`config.mk`:
```
export PLATFORM = sky130hd
export DESIGN_NAME = ccrb_top
export DESIGN_NICKNAME = d
export VERILOG_FILES = /design/src/design/ccrb_top.v /design/src/design/ccrb_prbs.v
export VERILOG_INCLUDE_DIRS = /design/src /design/src/design
export SDC_FILE = /design/constraint.sdc
export NUM_CORES = 1
export LEC_CHECK = 0
export BUFFER_PORTS_ARGS = -buffer_cell sky130_fd_sc_hd__buf_2
export CAP_MARGIN = 30
export CORE_UTILIZATION = 35
export DETAILED_ROUTE_END_ITERATION = 8
export SLEW_MARGIN = 20
export SYNTH_ARGS = -nofsm -noshare
export SYNTH_HDL_FRONTEND = slang
export SYNTH_SLANG_ARGS = --single-unit
```
`constraint.sdc`:
```
create_clock -name i_clock -period 2.1 [get_ports i_clock]
set_input_delay 0.21 -clock i_clock [delete_from_list [all_inputs] [get_ports i_clock]]
set_output_delay 0.21 -clock i_clock [all_outputs]
set_load 0.05 [all_outputs]
```
`src/design/ccrb_defines.vh`:
```
// Constants for the converter control register bank.
// Assumes it is included by its bare name from design files only.
`ifndef CCRB_DEFINES_VH
`define CCRB_DEFINES_VH

// ----------------------------------------
// Register offsets
// ----------------------------------------
`define CCRB_ADDR_MODE     8'h08
`define CCRB_ADDR_CLKDIV   8'h0B
`define CCRB_ADDR_TEST     8'h0D
`define CCRB_ADDR_BIST     8'h0E
`define CCRB_ADDR_OFFSET   8'h10
`define CCRB_ADDR_OUTFMT   8'h14
`define CCRB_ADDR_DRIVE    8'h15

// ----------------------------------------
// Reset values and writable-bit masks
// ----------------------------------------
`define CCRB_RST_ZERO      8'h00
`define CCRB_RST_DRIVE     8'h22
`define CCRB_MASK_MODE     8'hE3
`define CCRB_MASK_CLKDIV   8'h07
`define CCRB_MASK_TEST     8'h3F
`define CCRB_MASK_BIST     8'h05
`define CCRB_MASK_OFFSET   8'hFF
`define CCRB_MASK_OUTFMT   8'hD7
`define CCRB_MASK_DRIVE    8'hFF

// ----------------------------------------
// Operating modes
// ----------------------------------------
`define CCRB_MODE_RUN      2'h0
`define CCRB_MODE_PDOWN    2'h1
`define CCRB_MODE_STBY     2'h2
`define CCRB_MODE_DRESET   2'h3

// ----------------------------------------
// Output formats
// ----------------------------------------
`define CCRB_FMT_TWOS      2'h1
`define CCRB_FMT_GRAY      2'h2

// ----------------------------------------
// Test selector codes
// ----------------------------------------
`define CCRB_TP_OFF        4'h0
`define CCRB_TP_MID        4'h1
`define CCRB_TP_POSFS      4'h2
`define CCRB_TP_NEGFS      4'h3
`define CCRB_TP_CHECK      4'h4
`define CCRB_TP_PN23       4'h5
`define CCRB_TP_PN9        4'h6
`define CCRB_TP_WTOG       4'h7
`define CCRB_TP_BTOG       4'h9
`define CCRB_TP_ONEHI      4'hB
`define CCRB_TP_MIXED      4'hC

// ----------------------------------------
// Pattern words (14 bit)
// ----------------------------------------
`define CCRB_W_MID         14'h2000
`define CCRB_W_ONES        14'h3FFF
`define CCRB_W_ZERO        14'h0000
`define CCRB_W_CHK_A       14'h2AAA
`define CCRB_W_CHK_B       14'h1555
`define CCRB_W_ONEHI       14'h0001

// ----------------------------------------
// Field positions
// ----------------------------------------
`define CCRB_TEST_PN23_RST 5
`define CCRB_TEST_PN9_RST  4
`define CCRB_BIST_EN       0
`define CCRB_BIST_INIT     2
`define CCRB_OUT_DISABLE   4
`define CCRB_OUT_INVERT    2

// ----------------------------------------
// Generator taps
// ----------------------------------------
`define CCRB_PN23_LEN      23
`define CCRB_PN23_TAP      18
`define CCRB_PN9_LEN       9
`define CCRB_PN9_TAP       5

`endif

```
`src/design/ccrb_top.v`:
```
// Control register bank of a 14-bit sampling converter, with output word path.
// Assumes a host on the same clock drives the register strobes; samples arrive
// in offset binary on every clock, the clock being the converter input clock.
//
// How it works
// - Four-bit test selector; nonzero code puts test data on output word.
// - Selector zero, its reset value, passes converted samples through.
// - Code one outputs constant midscale word.
// - Code four alternates complementary checkerboard words each sample.
// - Code five outputs 23-stage pseudo-random sequence, one word per sample.
// - Code six outputs 9-stage pseudo-random sequence, one word per sample.
// - Code seven alternates all-ones and all-zeros words each sample.
// - Code nine outputs a pattern where individual bits toggle.
// - Code twelve outputs mixed bit frequency pattern, bits toggle at different rates.
// - Mode field: 00 run, 01 power-down, 10 standby, 11 digital reset.
// - Each drive strength field is two bits, codes select one to four stripes.
// - Drive strength register resets to 0x22.
`timescale 1ns/1ns
`include "ccrb_defines.vh"

module ccrb_top (
  // Clock and reset
  input  wire        i_clock,
  input  wire        i_reset,
  // Register access
  input  wire        i_reg_wr,
  input  wire        i_reg_rd,
  input  wire [7:0]  i_reg_addr,
  input  wire [7:0]  i_reg_wdata,
  output reg  [7:0]  o_reg_rdata,
  output reg         o_reg_rvalid,
  // Converter core
  input  wire [13:0] i_sample,
  output reg  [13:0] o_data,
  output reg         o_data_en,
  output reg         o_data_oe_n,
  // Chip control
  output reg         o_power_down,
  output reg         o_standby,
  output reg         o_digital_reset,
  output reg         o_self_test_control,
  output reg         o_bist_init,
  output reg  [7:0]  o_offset_trim,
  output reg  [1:0]  o_drive_dco33,
  output reg  [1:0]  o_drive_dco18,
  output reg  [1:0]  o_drive_data33,
  output reg  [1:0]  o_drive_data18
);

  // ----------------------------------------
  // Register storage
  // ----------------------------------------
  reg  [7:0]  mode_r;
  reg  [7:0]  clkdiv_r;
  reg  [7:0]  test_r;
  reg  [7:0]  bist_r;
  reg  [7:0]  offset_r;
  reg  [7:0]  outfmt_r;
  reg  [7:0]  drive_r;
  reg  [7:0]  rdata_nxt;

  // Writes keep only the implemented bits, so open bits read back as zero
  always @(posedge i_clock) begin
    if (i_reset) begin
      mode_r   <= `CCRB_RST_ZERO;
      clkdiv_r <= `CCRB_RST_ZERO;
      test_r   <= `CCRB_RST_ZERO;
      bist_r   <= `CCRB_RST_ZERO;
      offset_r <= `CCRB_RST_ZERO;
      outfmt_r <= `CCRB_RST_ZERO;
      drive_r  <= `CCRB_RST_DRIVE;
    end else if (i_reg_wr) begin
      case (i_reg_addr)
        `CCRB_ADDR_MODE:   mode_r   <= i_reg_wdata & `CCRB_MASK_MODE;
        `CCRB_ADDR_CLKDIV: clkdiv_r <= i_reg_wdata & `CCRB_MASK_CLKDIV;
        `CCRB_ADDR_TEST:   test_r   <= i_reg_wdata & `CCRB_MASK_TEST;
        `CCRB_ADDR_BIST:   bist_r   <= i_reg_wdata & `CCRB_MASK_BIST;
        `CCRB_ADDR_OFFSET: offset_r <= i_reg_wdata & `CCRB_MASK_OFFSET;
        `CCRB_ADDR_OUTFMT: outfmt_r <= i_reg_wdata & `CCRB_MASK_OUTFMT;
        `CCRB_ADDR_DRIVE:  drive_r  <= i_reg_wdata & `CCRB_MASK_DRIVE;
        default: ; // Unmapped writes are dropped
      endcase
    end
  end

  // ----------------------------------------
  // Read path
  // ----------------------------------------
  // Read mux; unmapped offsets answer zero
  always @* begin
    case (i_reg_addr)
      `CCRB_ADDR_MODE:   rdata_nxt = mode_r;
      `CCRB_ADDR_CLKDIV: rdata_nxt = clkdiv_r;
      `CCRB_ADDR_TEST:   rdata_nxt = test_r;
      `CCRB_ADDR_BIST:   rdata_nxt = bist_r;
      `CCRB_ADDR_OFFSET: rdata_nxt = offset_r;
      `CCRB_ADDR_OUTFMT: rdata_nxt = outfmt_r;
      `CCRB_ADDR_DRIVE:  rdata_nxt = drive_r;
      default:           rdata_nxt = `CCRB_RST_ZERO;
    endcase
  end

  // Read data held until the next read
  always @(posedge i_clock) begin
    if (i_reset) begin
      o_reg_rdata  <= `CCRB_RST_ZERO;
      o_reg_rvalid <= 1'b0;
    end else begin
      o_reg_rvalid <= i_reg_rd;
      if (i_reg_rd) begin
        o_reg_rdata <= rdata_nxt;
      end
    end
  end

  // ----------------------------------------
  // Mode decode and clock divider
  // ----------------------------------------
  wire [1:0] mode_sel  = mode_r[1:0];
  wire       dig_reset = (mode_sel == `CCRB_MODE_DRESET);
  reg  [2:0] div_cnt_r;
  reg        tick_r;
  wire       div_last  = (div_cnt_r == clkdiv_r[2:0]);

  // Count to field value, giving one sample per value+1 clocks
  always @(posedge i_clock) begin
    if (i_reset || dig_reset) begin
      div_cnt_r <= 3'h0;
      tick_r    <= 1'b0;
    end else begin
      div_cnt_r <= div_last ? 3'h0 : div_cnt_r + 3'h1;
      tick_r    <= div_last && (mode_sel == `CCRB_MODE_RUN);
    end
  end

  // ----------------------------------------
  // Pattern generators
  // ----------------------------------------
  wire [`CCRB_PN23_LEN-1:0] pn23_state;
  wire [`CCRB_PN9_LEN-1:0]  pn9_state;
  reg                       tog_r;
  reg  [13:0]               cnt_r;
  reg  [13:0]               walk_r;

  // Long sequence, restartable from the test register
  ccrb_prbs #(
    .LEN (`CCRB_PN23_LEN),
    .TAP (`CCRB_PN23_TAP)
  ) u_pn23 (
    .i_clock   (i_clock),
    .i_reset   (i_reset),
    .i_restart (dig_reset | test_r[`CCRB_TEST_PN23_RST]),
    .i_step    (tick_r),
    .o_state   (pn23_state)
  );

  // Short sequence
  ccrb_prbs #(
    .LEN (`CCRB_PN9_LEN),
    .TAP (`CCRB_PN9_TAP)
  ) u_pn9 (
    .i_clock   (i_clock),
    .i_reset   (i_reset),
    .i_restart (dig_reset | test_r[`CCRB_TEST_PN9_RST]),
    .i_step    (tick_r),
    .o_state   (pn9_state)
  );

  // Toggle and counter advance once per sample; walking bit advances every second sample
  always @(posedge i_clock) begin
    if (i_reset || dig_reset) begin
      tog_r  <= 1'b0;
      cnt_r  <= `CCRB_W_ZERO;
      walk_r <= `CCRB_W_ONEHI;
    end else if (tick_r) begin
      tog_r <= ~tog_r;
      cnt_r <= cnt_r + 14'h0001;
      if (tog_r) begin
        walk_r <= {walk_r[12:0], walk_r[13]};
      end
    end
  end

  // ----------------------------------------
  // Output word selection
  // ----------------------------------------
  reg  [13:0] fmt_word;
  reg  [13:0] pat_word;
  wire [3:0]  tp_sel = test_r[3:0];

  // Format applies to converted data only; test words go out raw
  always @* begin
    case (outfmt_r[1:0])
      `CCRB_FMT_TWOS: fmt_word = {~i_sample[13], i_sample[12:0]};
      `CCRB_FMT_GRAY: fmt_word = i_sample ^ {1'b0, i_sample[13:1]};
      default:        fmt_word = i_sample;
    endcase
    if (outfmt_r[`CCRB_OUT_INVERT]) begin
      fmt_word = ~fmt_word;
    end
  end

  // Test word per selector; unsupported codes give zero
  always @* begin
    case (tp_sel)
      `CCRB_TP_MID:   pat_word = `CCRB_W_MID;
      `CCRB_TP_POSFS: pat_word = `CCRB_W_ONES;
      `CCRB_TP_NEGFS: pat_word = `CCRB_W_ZERO;
      `CCRB_TP_CHECK: pat_word = tog_r ? `CCRB_W_CHK_B : `CCRB_W_CHK_A;
      `CCRB_TP_PN23:  pat_word = pn23_state[`CCRB_PN23_LEN-1 -: 14];
      `CCRB_TP_PN9:   pat_word = {pn9_state, 5'h00};
      `CCRB_TP_WTOG:  pat_word = tog_r ? `CCRB_W_ZERO : `CCRB_W_ONES;
      `CCRB_TP_BTOG:  pat_word = tog_r ? `CCRB_W_ZERO : walk_r;
      `CCRB_TP_ONEHI: pat_word = `CCRB_W_ONEHI;
      `CCRB_TP_MIXED: pat_word = cnt_r;
      default:        pat_word = `CCRB_W_ZERO;
    endcase
  end

  // Output word captured once per divided sample
  always @(posedge i_clock) begin
    if (i_reset || dig_reset) begin
      o_data    <= `CCRB_W_ZERO;
      o_data_en <= 1'b0;
    end else begin
      o_data_en <= tick_r;
      if (tick_r) begin
        o_data <= (tp_sel == `CCRB_TP_OFF) ? fmt_word : pat_word;
      end
    end
  end

  // ----------------------------------------
  // Control outputs
  // ----------------------------------------
  // Registered so every output leaves a flip-flop
  always @(posedge i_clock) begin
    if (i_reset) begin
      o_data_oe_n     <= 1'b0;
      o_power_down    <= 1'b0;
      o_standby       <= 1'b0;
      o_digital_reset <= 1'b0;
      o_self_test_control   <= 1'b0;
      o_bist_init     <= 1'b0;
      o_offset_trim   <= `CCRB_RST_ZERO;
      o_drive_dco33   <= 2'h0;
      o_drive_dco18   <= 2'h0;
      o_drive_data33  <= 2'h0;
      o_drive_data18  <= 2'h0;
    end else begin
      o_data_oe_n     <= outfmt_r[`CCRB_OUT_DISABLE] | (mode_sel == `CCRB_MODE_PDOWN);
      o_power_down    <= (mode_sel == `CCRB_MODE_PDOWN);
      o_standby       <= (mode_sel == `CCRB_MODE_STBY);
      o_digital_reset <= dig_reset;
      o_self_test_control   <= bist_r[`CCRB_BIST_EN];
      o_bist_init     <= bist_r[`CCRB_BIST_INIT];
      o_offset_trim   <= offset_r;
      o_drive_dco33   <= drive_r[7:6];
      o_drive_dco18   <= drive_r[5:4];
      o_drive_data33  <= drive_r[3:2];
      o_drive_data18  <= drive_r[1:0];
    end
  end

endmodule // ccrb_top

```
`src/design/ccrb_prbs.v`:
```
// Fibonacci shift-register pseudo-random generator, advanced by a step enable.
// Assumes step and restart come from logic on the same clock.
`timescale 1ns/1ns

module ccrb_prbs #(
  parameter LEN = 9,
  parameter TAP = 5
) (
  // Clock and reset
  input  wire           i_clock,
  input  wire           i_reset,
  // Control
  input  wire           i_restart,
  input  wire           i_step,
  // State
  output reg  [LEN-1:0] o_state
);

  // ----------------------------------------
  // Shift register
  // ----------------------------------------
  // All-ones seed, since the all-zeros state would lock up
  always @(posedge i_clock) begin
    if (i_reset || i_restart) begin
      o_state <= {LEN{1'b1}};
    end else if (i_step) begin
      o_state <= {o_state[LEN-2:0], o_state[LEN-1] ^ o_state[TAP-1]};
    end
  end

endmodule // ccrb_prbs

```
# Yosys cells after proc, flatten, opt, wreduce, memory -nomap -nowiden
# Index checks and enable logic that the tools add are counted.
[word_totals]
ff_bits = 149
in_bits = 34
out_inout_bits = 46
wordCells = 85
[op_classes]
n_addsub = 2
eq_ne = 22
mux = 8
bitwise_logic = 9
n_reduce_logical = 15
[op_table]
columns = ["cell", "n"]
rows = [
  ["14-bit case mux with 9 select lines", 1],
  ["14-bit 2-to-1 mux", 5],
  ["8-bit case mux with 7 select lines", 1],
  ["8-bit by 4-bit == test with 1-bit output, second input constant", 4],
  ["14-bit case mux with 2 select lines", 1],
  ["8-bit by 5-bit == test with 1-bit output, second input constant", 3],
  ["4-bit by 3-bit == test with 1-bit output, second input constant", 4],
  ["2-bit AND reduction", 8],
  ["14-bit by 1-bit adder with 14-bit output, second input constant", 1],
  ["14-bit NOT", 1],
  ["14-bit by 13-bit bitwise XOR with 14-bit output", 1],
  ["4-bit == test, second input constant", 3],
  ["2-bit == test, second input constant", 3],
  ["2-bit by 1-bit == test with 1-bit output, second input constant", 2],
  ["4-bit by 1-bit == test with 1-bit output, second input constant", 1],
  ["4-bit by 2-bit == test with 1-bit output, second input constant", 1],
  ["4-bit logical NOT", 1],
  ["3-bit by 1-bit adder with 3-bit output, second input constant", 1],
  ["3-bit == test", 1],
  ["1-bit logical OR", 3],
  ["1-bit bitwise OR", 3],
  ["2-bit logical NOT", 1],
  ["1-bit NOT", 2],
  ["2-bit OR reduction", 1],
  ["other kinds (2)", 3],
]

# Depth between registers and ports, before layout
[logic_depth]
word_depth = 5
ltp_mapped = 8

# By module
# A second synthesis with hierarchy kept.
[unflattened]
hier_cells = 724
hier_area_um2 = 6602.6
[by_module_without_submodules]
columns = ["module", "instances", "cells_each", "area_per_inst_um2", "seq_area_each_um2"]
rows = [
  ["ccrb_top", 1, 618, 5415.2, 2342.2],
  ["ccrb_prbs at u_pn23", 1, 76, 852.1, 460.4],
  ["ccrb_prbs at u_pn9", 1, 30, 335.3, 180.2],
]

# Worst setup path before layout
# Ideal clock, no wire load.
[synth_path]
path_type = "register to register"
startpoint = "register outfmt_r[0]"
endpoint = "register o_data[11]"
t_arrival_ns = 1.708
required_time_ns = 1.956
setup_slack_ns = 0.248
stages_incl_launch_ff = 8
path_buffers = 1
path_cell_list = "dfxtp_1 -> inv_1 -> ha_1 -> or2_2 -> clkbuf_1 -> a22oi_1 -> mux2i_1 -> a31oi_1"
[synth_between]
elab_chain_len = 5
[synth_lines]
columns = ["element", "line", "rtl"]
rows = [
  ["from (decl)", "ccrb_top.v:58", "reg [7:0] outfmt_r;"],
  ["from (signal assigned)", "ccrb_top.v:70", "outfmt_r <= `CCRB_RST_ZERO;"],
  ["from (signal assigned)", "ccrb_top.v:79", "`CCRB_ADDR_OUTFMT: outfmt_r <= i_reg_wdata & `CCRB_MASK_OUTFMT;"],
  ["2-bit == test / 2-bit by 1-bit == test with 1-bit output (equally long branches)", "ccrb_top.v:193", "case (outfmt_r[1:0])"],
  ["14-bit case mux with 2 select lines (*)", "ccrb_top.v:193", ""],
  ["14-bit NOT", "ccrb_top.v:199", "fmt_word = ~fmt_word;"],
  ["14-bit 2-to-1 mux (*)", "ccrb_top.v:198", "if (outfmt_r[`CCRB_OUT_INVERT]) begin"],
  ["14-bit 2-to-1 mux (*)", "ccrb_top.v:228", "o_data <= (tp_sel == `CCRB_TP_OFF) ? fmt_word : pat_word;"],
  ["to (signal assigned)", "ccrb_top.v:223", "o_data <= `CCRB_W_ZERO;"],
  ["to (signal assigned)", "ccrb_top.v:228", ""],
  ["to (decl)", "ccrb_top.v:34", "output reg [13:0] o_data,"],
]
# Every way passes the cells marked *; elsewhere a longest branch is shown, timed or not.
# A chain may end at the register's enable or synchronous reset.

# Final worst setup path
[layout_path]
startpoint = "register outfmt_r[0]"
endpoint = "register o_data[6]"
# The elaborated chain is that of the path after synthesis.

==> results.py <==
metrics = {
    "final_layout": {
        "nNetsFinal": 842,
        "syn_to_final_growth_pct": 20.5,
        "fin_cells": 1046,
        "antenna_cells": 0,
        "fin_area_um2": 7800,
        "drive_above_1_share": 0.184,
    },
    "global_routing": {
        "grt_pass1_vias": 4961,
        "grt_max_degree": 32,
        "gr-total-overflow": 0,
        "antenna_found_initial": 0,
        "grt_first_pass_wirelength_mm": 25.9,
        "grt_use_met1": 0.242,
        "grtUsageMet2": 0.275,
        "gr-max-usage-layer": "met2",
        "track_usage": 0.178,
        "use_met3": 0.0376,
    },
    "placed_design": {
        "gp_congestion": 0.838,
        "placed_cell_area_um2": 7170,
        "hpwl_mm": 11.7,
        "port_buffers": 79,
        "dp.cells": 1014,
        "place_worst_setup_slack_ns": 0.0621,
    },
    "pwr": {
        "combPwrFrac": 0.066,
        "p_leak_uw": 0.00324,
        "irDropWorstVdd_uv": 511,
        "netSwitchingPower_uw": 1540,
        "seqPwrFrac": 0.443,
        "p_int_uw": 5020,
        "switching_share": 0.234,
        "p_per_area_nw_per_um2": 841,
        "pwr-share-clk": 0.490,
    },
    "worst_setup_path": {
        "critPathKind": "reg -> reg",
        "regToRegSetupSlack_ns": 0.13,
        "crit_cells": 6,
        "cpLargestDelayFamily": "compound AO/OA/AOI/OAI gates",
        "worstSetupStartpoint": "outfmt_r[0]",
        "timing.critical_path.fanout_max": 11,
        "r2r_cells": 6,
        "rr_endpoint": "o_data[6]",
        "crit_end": "o_data[6]",
        "slowest_stage": "o311ai_0",
        "cp.arrival_ns": 2.26,
        "worstSetupStartpointType": "flop",
        "crit_required_ns": 2.40,
        "critPathCaptureType": "flop",
        "cpPeakStageDelay_ns": 0.43,
        "path_cells": "inv_1 -> ha_1 -> nand2b_2 -> o311ai_0 -> mux2i_1 -> a31oi_1",
        "r2r_start": "outfmt_r[0]",
        "cp_num_buf_inv": 1,
    },
    "status": {
        "outcome": "complete, no violations",
    },
    "synth": {
        "synth_fp_nets": 761,
        "synth-seq-cells": 149,
        "synth_area_um2": 6470,
        "synth_edf_count": 0,
        "postSynthAreaPerCell_um2": 8.95,
        "yosys.cell_types.count": 57,
        "ys_warn_count": 0,
        "synthFlopType": "dfxtp_1",
        "synthesis.instances": 723,
        "synthArstFlopShare": 0,
        "ys_seq_area_frac": 0.461,
    },
    "die": {
        "start_util": 0.359,
        "die_w_um": 138,
        "dieArea_um2": 19000,
        "rows": 49,
        "die_h_um": 138,
        "core-area_um2": 18000,
        "io_pins": 80,
    },
    "job": {
        "drv_cap": 0,
    },
    "clocking": {
        "postCtsResizedCells": 0,
        "root_buffer": "clkbuf_16",
        "h-tree-depth": 4,
        "cts.path.max_buffers": 2,
        "cts-buffers-inserted": 17,
        "clkSlewWorstSetupHoldPaths_ns": 0.06,
        "postCtsHoldBufs": 0,
        "post_cts_buffers": 0,
        "cts.sinks": 149,
        "clk_latency_ns": 0.42,
        "tritoncts": "built",
    },
    "route": {
        "drc": 0,
        "ant_nets": 0,
        "wl_per_cell_um": 15.7,
        "wl_mm": 16.4,
        "dr.pass1.iters": 6,
        "vias_per_cell": 5.21,
        "vias": 5453,
        "initialDrtViolationCount": 453,
    },
    "sta": {
        "tightest_slew_ns": 0.921,
        "finalClockSkew_ns": 0.00703,
        "fin_crit_ns": 1.97,
        "max-slew-margin-rel": 0.384,
        "post-route-period-util": 0.937,
        "fin_setup_tns_ns": 0,
        "setup_slack_ns": 0.132,
        "hold_viol": 0,
        "grt_setup_unrepaired": "false",
        "drv_slew": 0,
        "fmax_mhz": 508,
        "setup_viol": 0,
    },
    "min_path": {
        "hold_class": "in -> reg",
    },
}
[registers in the layout, indices dropped and copies added (netlist names), 2 cells and up]
signal	cells
bist_r	2
clkdiv_r	3
cnt_r	14
div_cnt_r	3
drive_r	8
mode_r	5
o_data	14
o_drive_data18	2
o_drive_data33	2
o_drive_dco18	2
o_drive_dco33	2
o_offset_trim	8
o_reg_rdata	8
offset_r	8
outfmt_r	6
test_r	6
u_pn23.o_state	23
u_pn9.o_state	9
walk_r	14
[synthesized netlist by cell type (all sizes together) (2+ instances only)]
master	number	share of area
nor3b	4	0.0046
mux2i	76	0.12
clkbuf	30	0.017
nor3	7	0.0089
nand4	7	0.0068
nand2	109	0.063
dfxtp	149	0.46
a31oi	17	0.016
xnor2	11	0.015
nor2b	29	0.028
a222oi	11	0.017
xor2	7	0.0095
o311ai	9	0.012
a32oi	2	0.0027
a22o	9	0.012
nor2	61	0.035
or3	3	0.0029
nor4	4	0.0072
ha	4	0.0077
and3	9	0.0089
a22oi	10	0.012
and2	4	0.0039
nand2b	6	0.0058
nand3	22	0.019
o21ai	46	0.036
buf	15	0.013
inv	14	0.0081
a221oi	4	0.0054
a21oi	27	0.021
[metrics by stage]
stage / util / total power, µW / hold WS (ns)
after floorplan: - / 3240 / 0.333
after global placement: 0.398 / 3400 / 0.431
after detailed placement: 0.398 / 3400 / 0.441
after CTS: 0.432 / 6610 / 0.0498
after global routing: 0.433 / 6770 / 0.0558
final: 0.433 / 6560 / 0.0658
[power groups by stage]
stage          combinational, µW  clock, µW  sequential [µW]
5_1_grt                      468       3400             2910
4_1_cts                      431       3270             2910
6_report                     433       3220             2910
3_5_place_dp                 429          0             2970
3_3_place_gp                 427          0             2970
2_1_floorplan                205          0             3040
[cells by family (layout without fill, tap and decap cells)]
group,Yosys count,after routing,share of synthesized area
compound gates,146,146,0.148
xor+xnor,18,18,0.0244
fa+ha+maj,4,4,0.00774
buf+inv,59,153,0.0383
flops,149,149,0.461
mux,77,77,0.119
simple gates,270,270,0.201
[worst reg2reg max path, stage by stage, from the launching register on]
cell and delay (ns):
dfxtp_1 0.37, inv_1 0.06, ha_1 0.34, nand2b_2 0.31, o311ai_0 0.43, mux2i_1 0.25, a31oi_1 0.10
[worst min path at each step]
| stage | from | to | slack, ns | cells after the start |
|---|---|---|---|---|
| after floorplan | i_reg_wdata[5] | drive_r[5] | 0.33 | 2 |
| after global routing | i_reg_wdata[6] | drive_r[6] | 0.06 | 3 |
| after global placement | o_reg_rdata[0] | o_reg_rdata[0] | 0.43 | 2 |
| after detailed placement | o_reg_rdata[0] | o_reg_rdata[0] | 0.44 | 2 |
| final | i_reg_wdata[6] | drive_r[6] | 0.07 | 3 |
| after CTS | i_reg_wdata[6] | drive_r[6] | 0.05 | 3 |
[layout by cell type, fill, tap and decap left out, types with 3 or more instances in the layout]
cell type / Yosys / routed
buf_4: 1 / 28
xnor2_1: 11 / 11
nor2_1: 61 / 61
buf_2: 12 / 79
and3_1: 8 / 8
o311ai_1: 1 / 5
o21ai_0: 44 / 44
nand3_1: 21 / 21
a221oi_1: 4 / 4
a31oi_1: 17 / 17
clkinv_2: 0 / 4
a21oi_1: 27 / 27
xor2_1: 7 / 7
inv_1: 14 / 14
nand2_1: 109 / 109
or3_1: 3 / 3
nand2b_1: 6 / 5
a22o_1: 9 / 9
mux2i_1: 76 / 76
clkbuf_16: 0 / 17
nor3_1: 5 / 5
o311ai_0: 8 / 4
a22oi_1: 10 / 10
ha_1: 4 / 4
bufinv_16: 0 / 4
a222oi_1: 11 / 11
nand4_1: 7 / 7
nor2b_1: 29 / 29
dfxtp_1: 149 / 148
nor3b_1: 4 / 4
clkinv_4: 0 / 3
and2_1: 3 / 3
[routing by layer]
layer / wire length, µm / vias up
met1: 7900 / 2549
met4: 258 / 0
met5: 0 / -
li1: - / 2728
met2: 7460 / 158
met3: 794 / 18
[area by class of cell]
| class | count | area, µm² |
|---|---|---|
| clock buffers | 19 | 443 |
| clock inverters | 13 | 181 |
| fillers | 1809 | 10200 |
| inverters | 14 | 52.6 |
| multi-input cells | 515 | 3240 |
| flip-flops and latches | 149 | 2980 |
| well taps | 229 | 287 |
| repair buffers | 107 | 606 |
No activity file was read; power rests on OpenSTA's default activity.
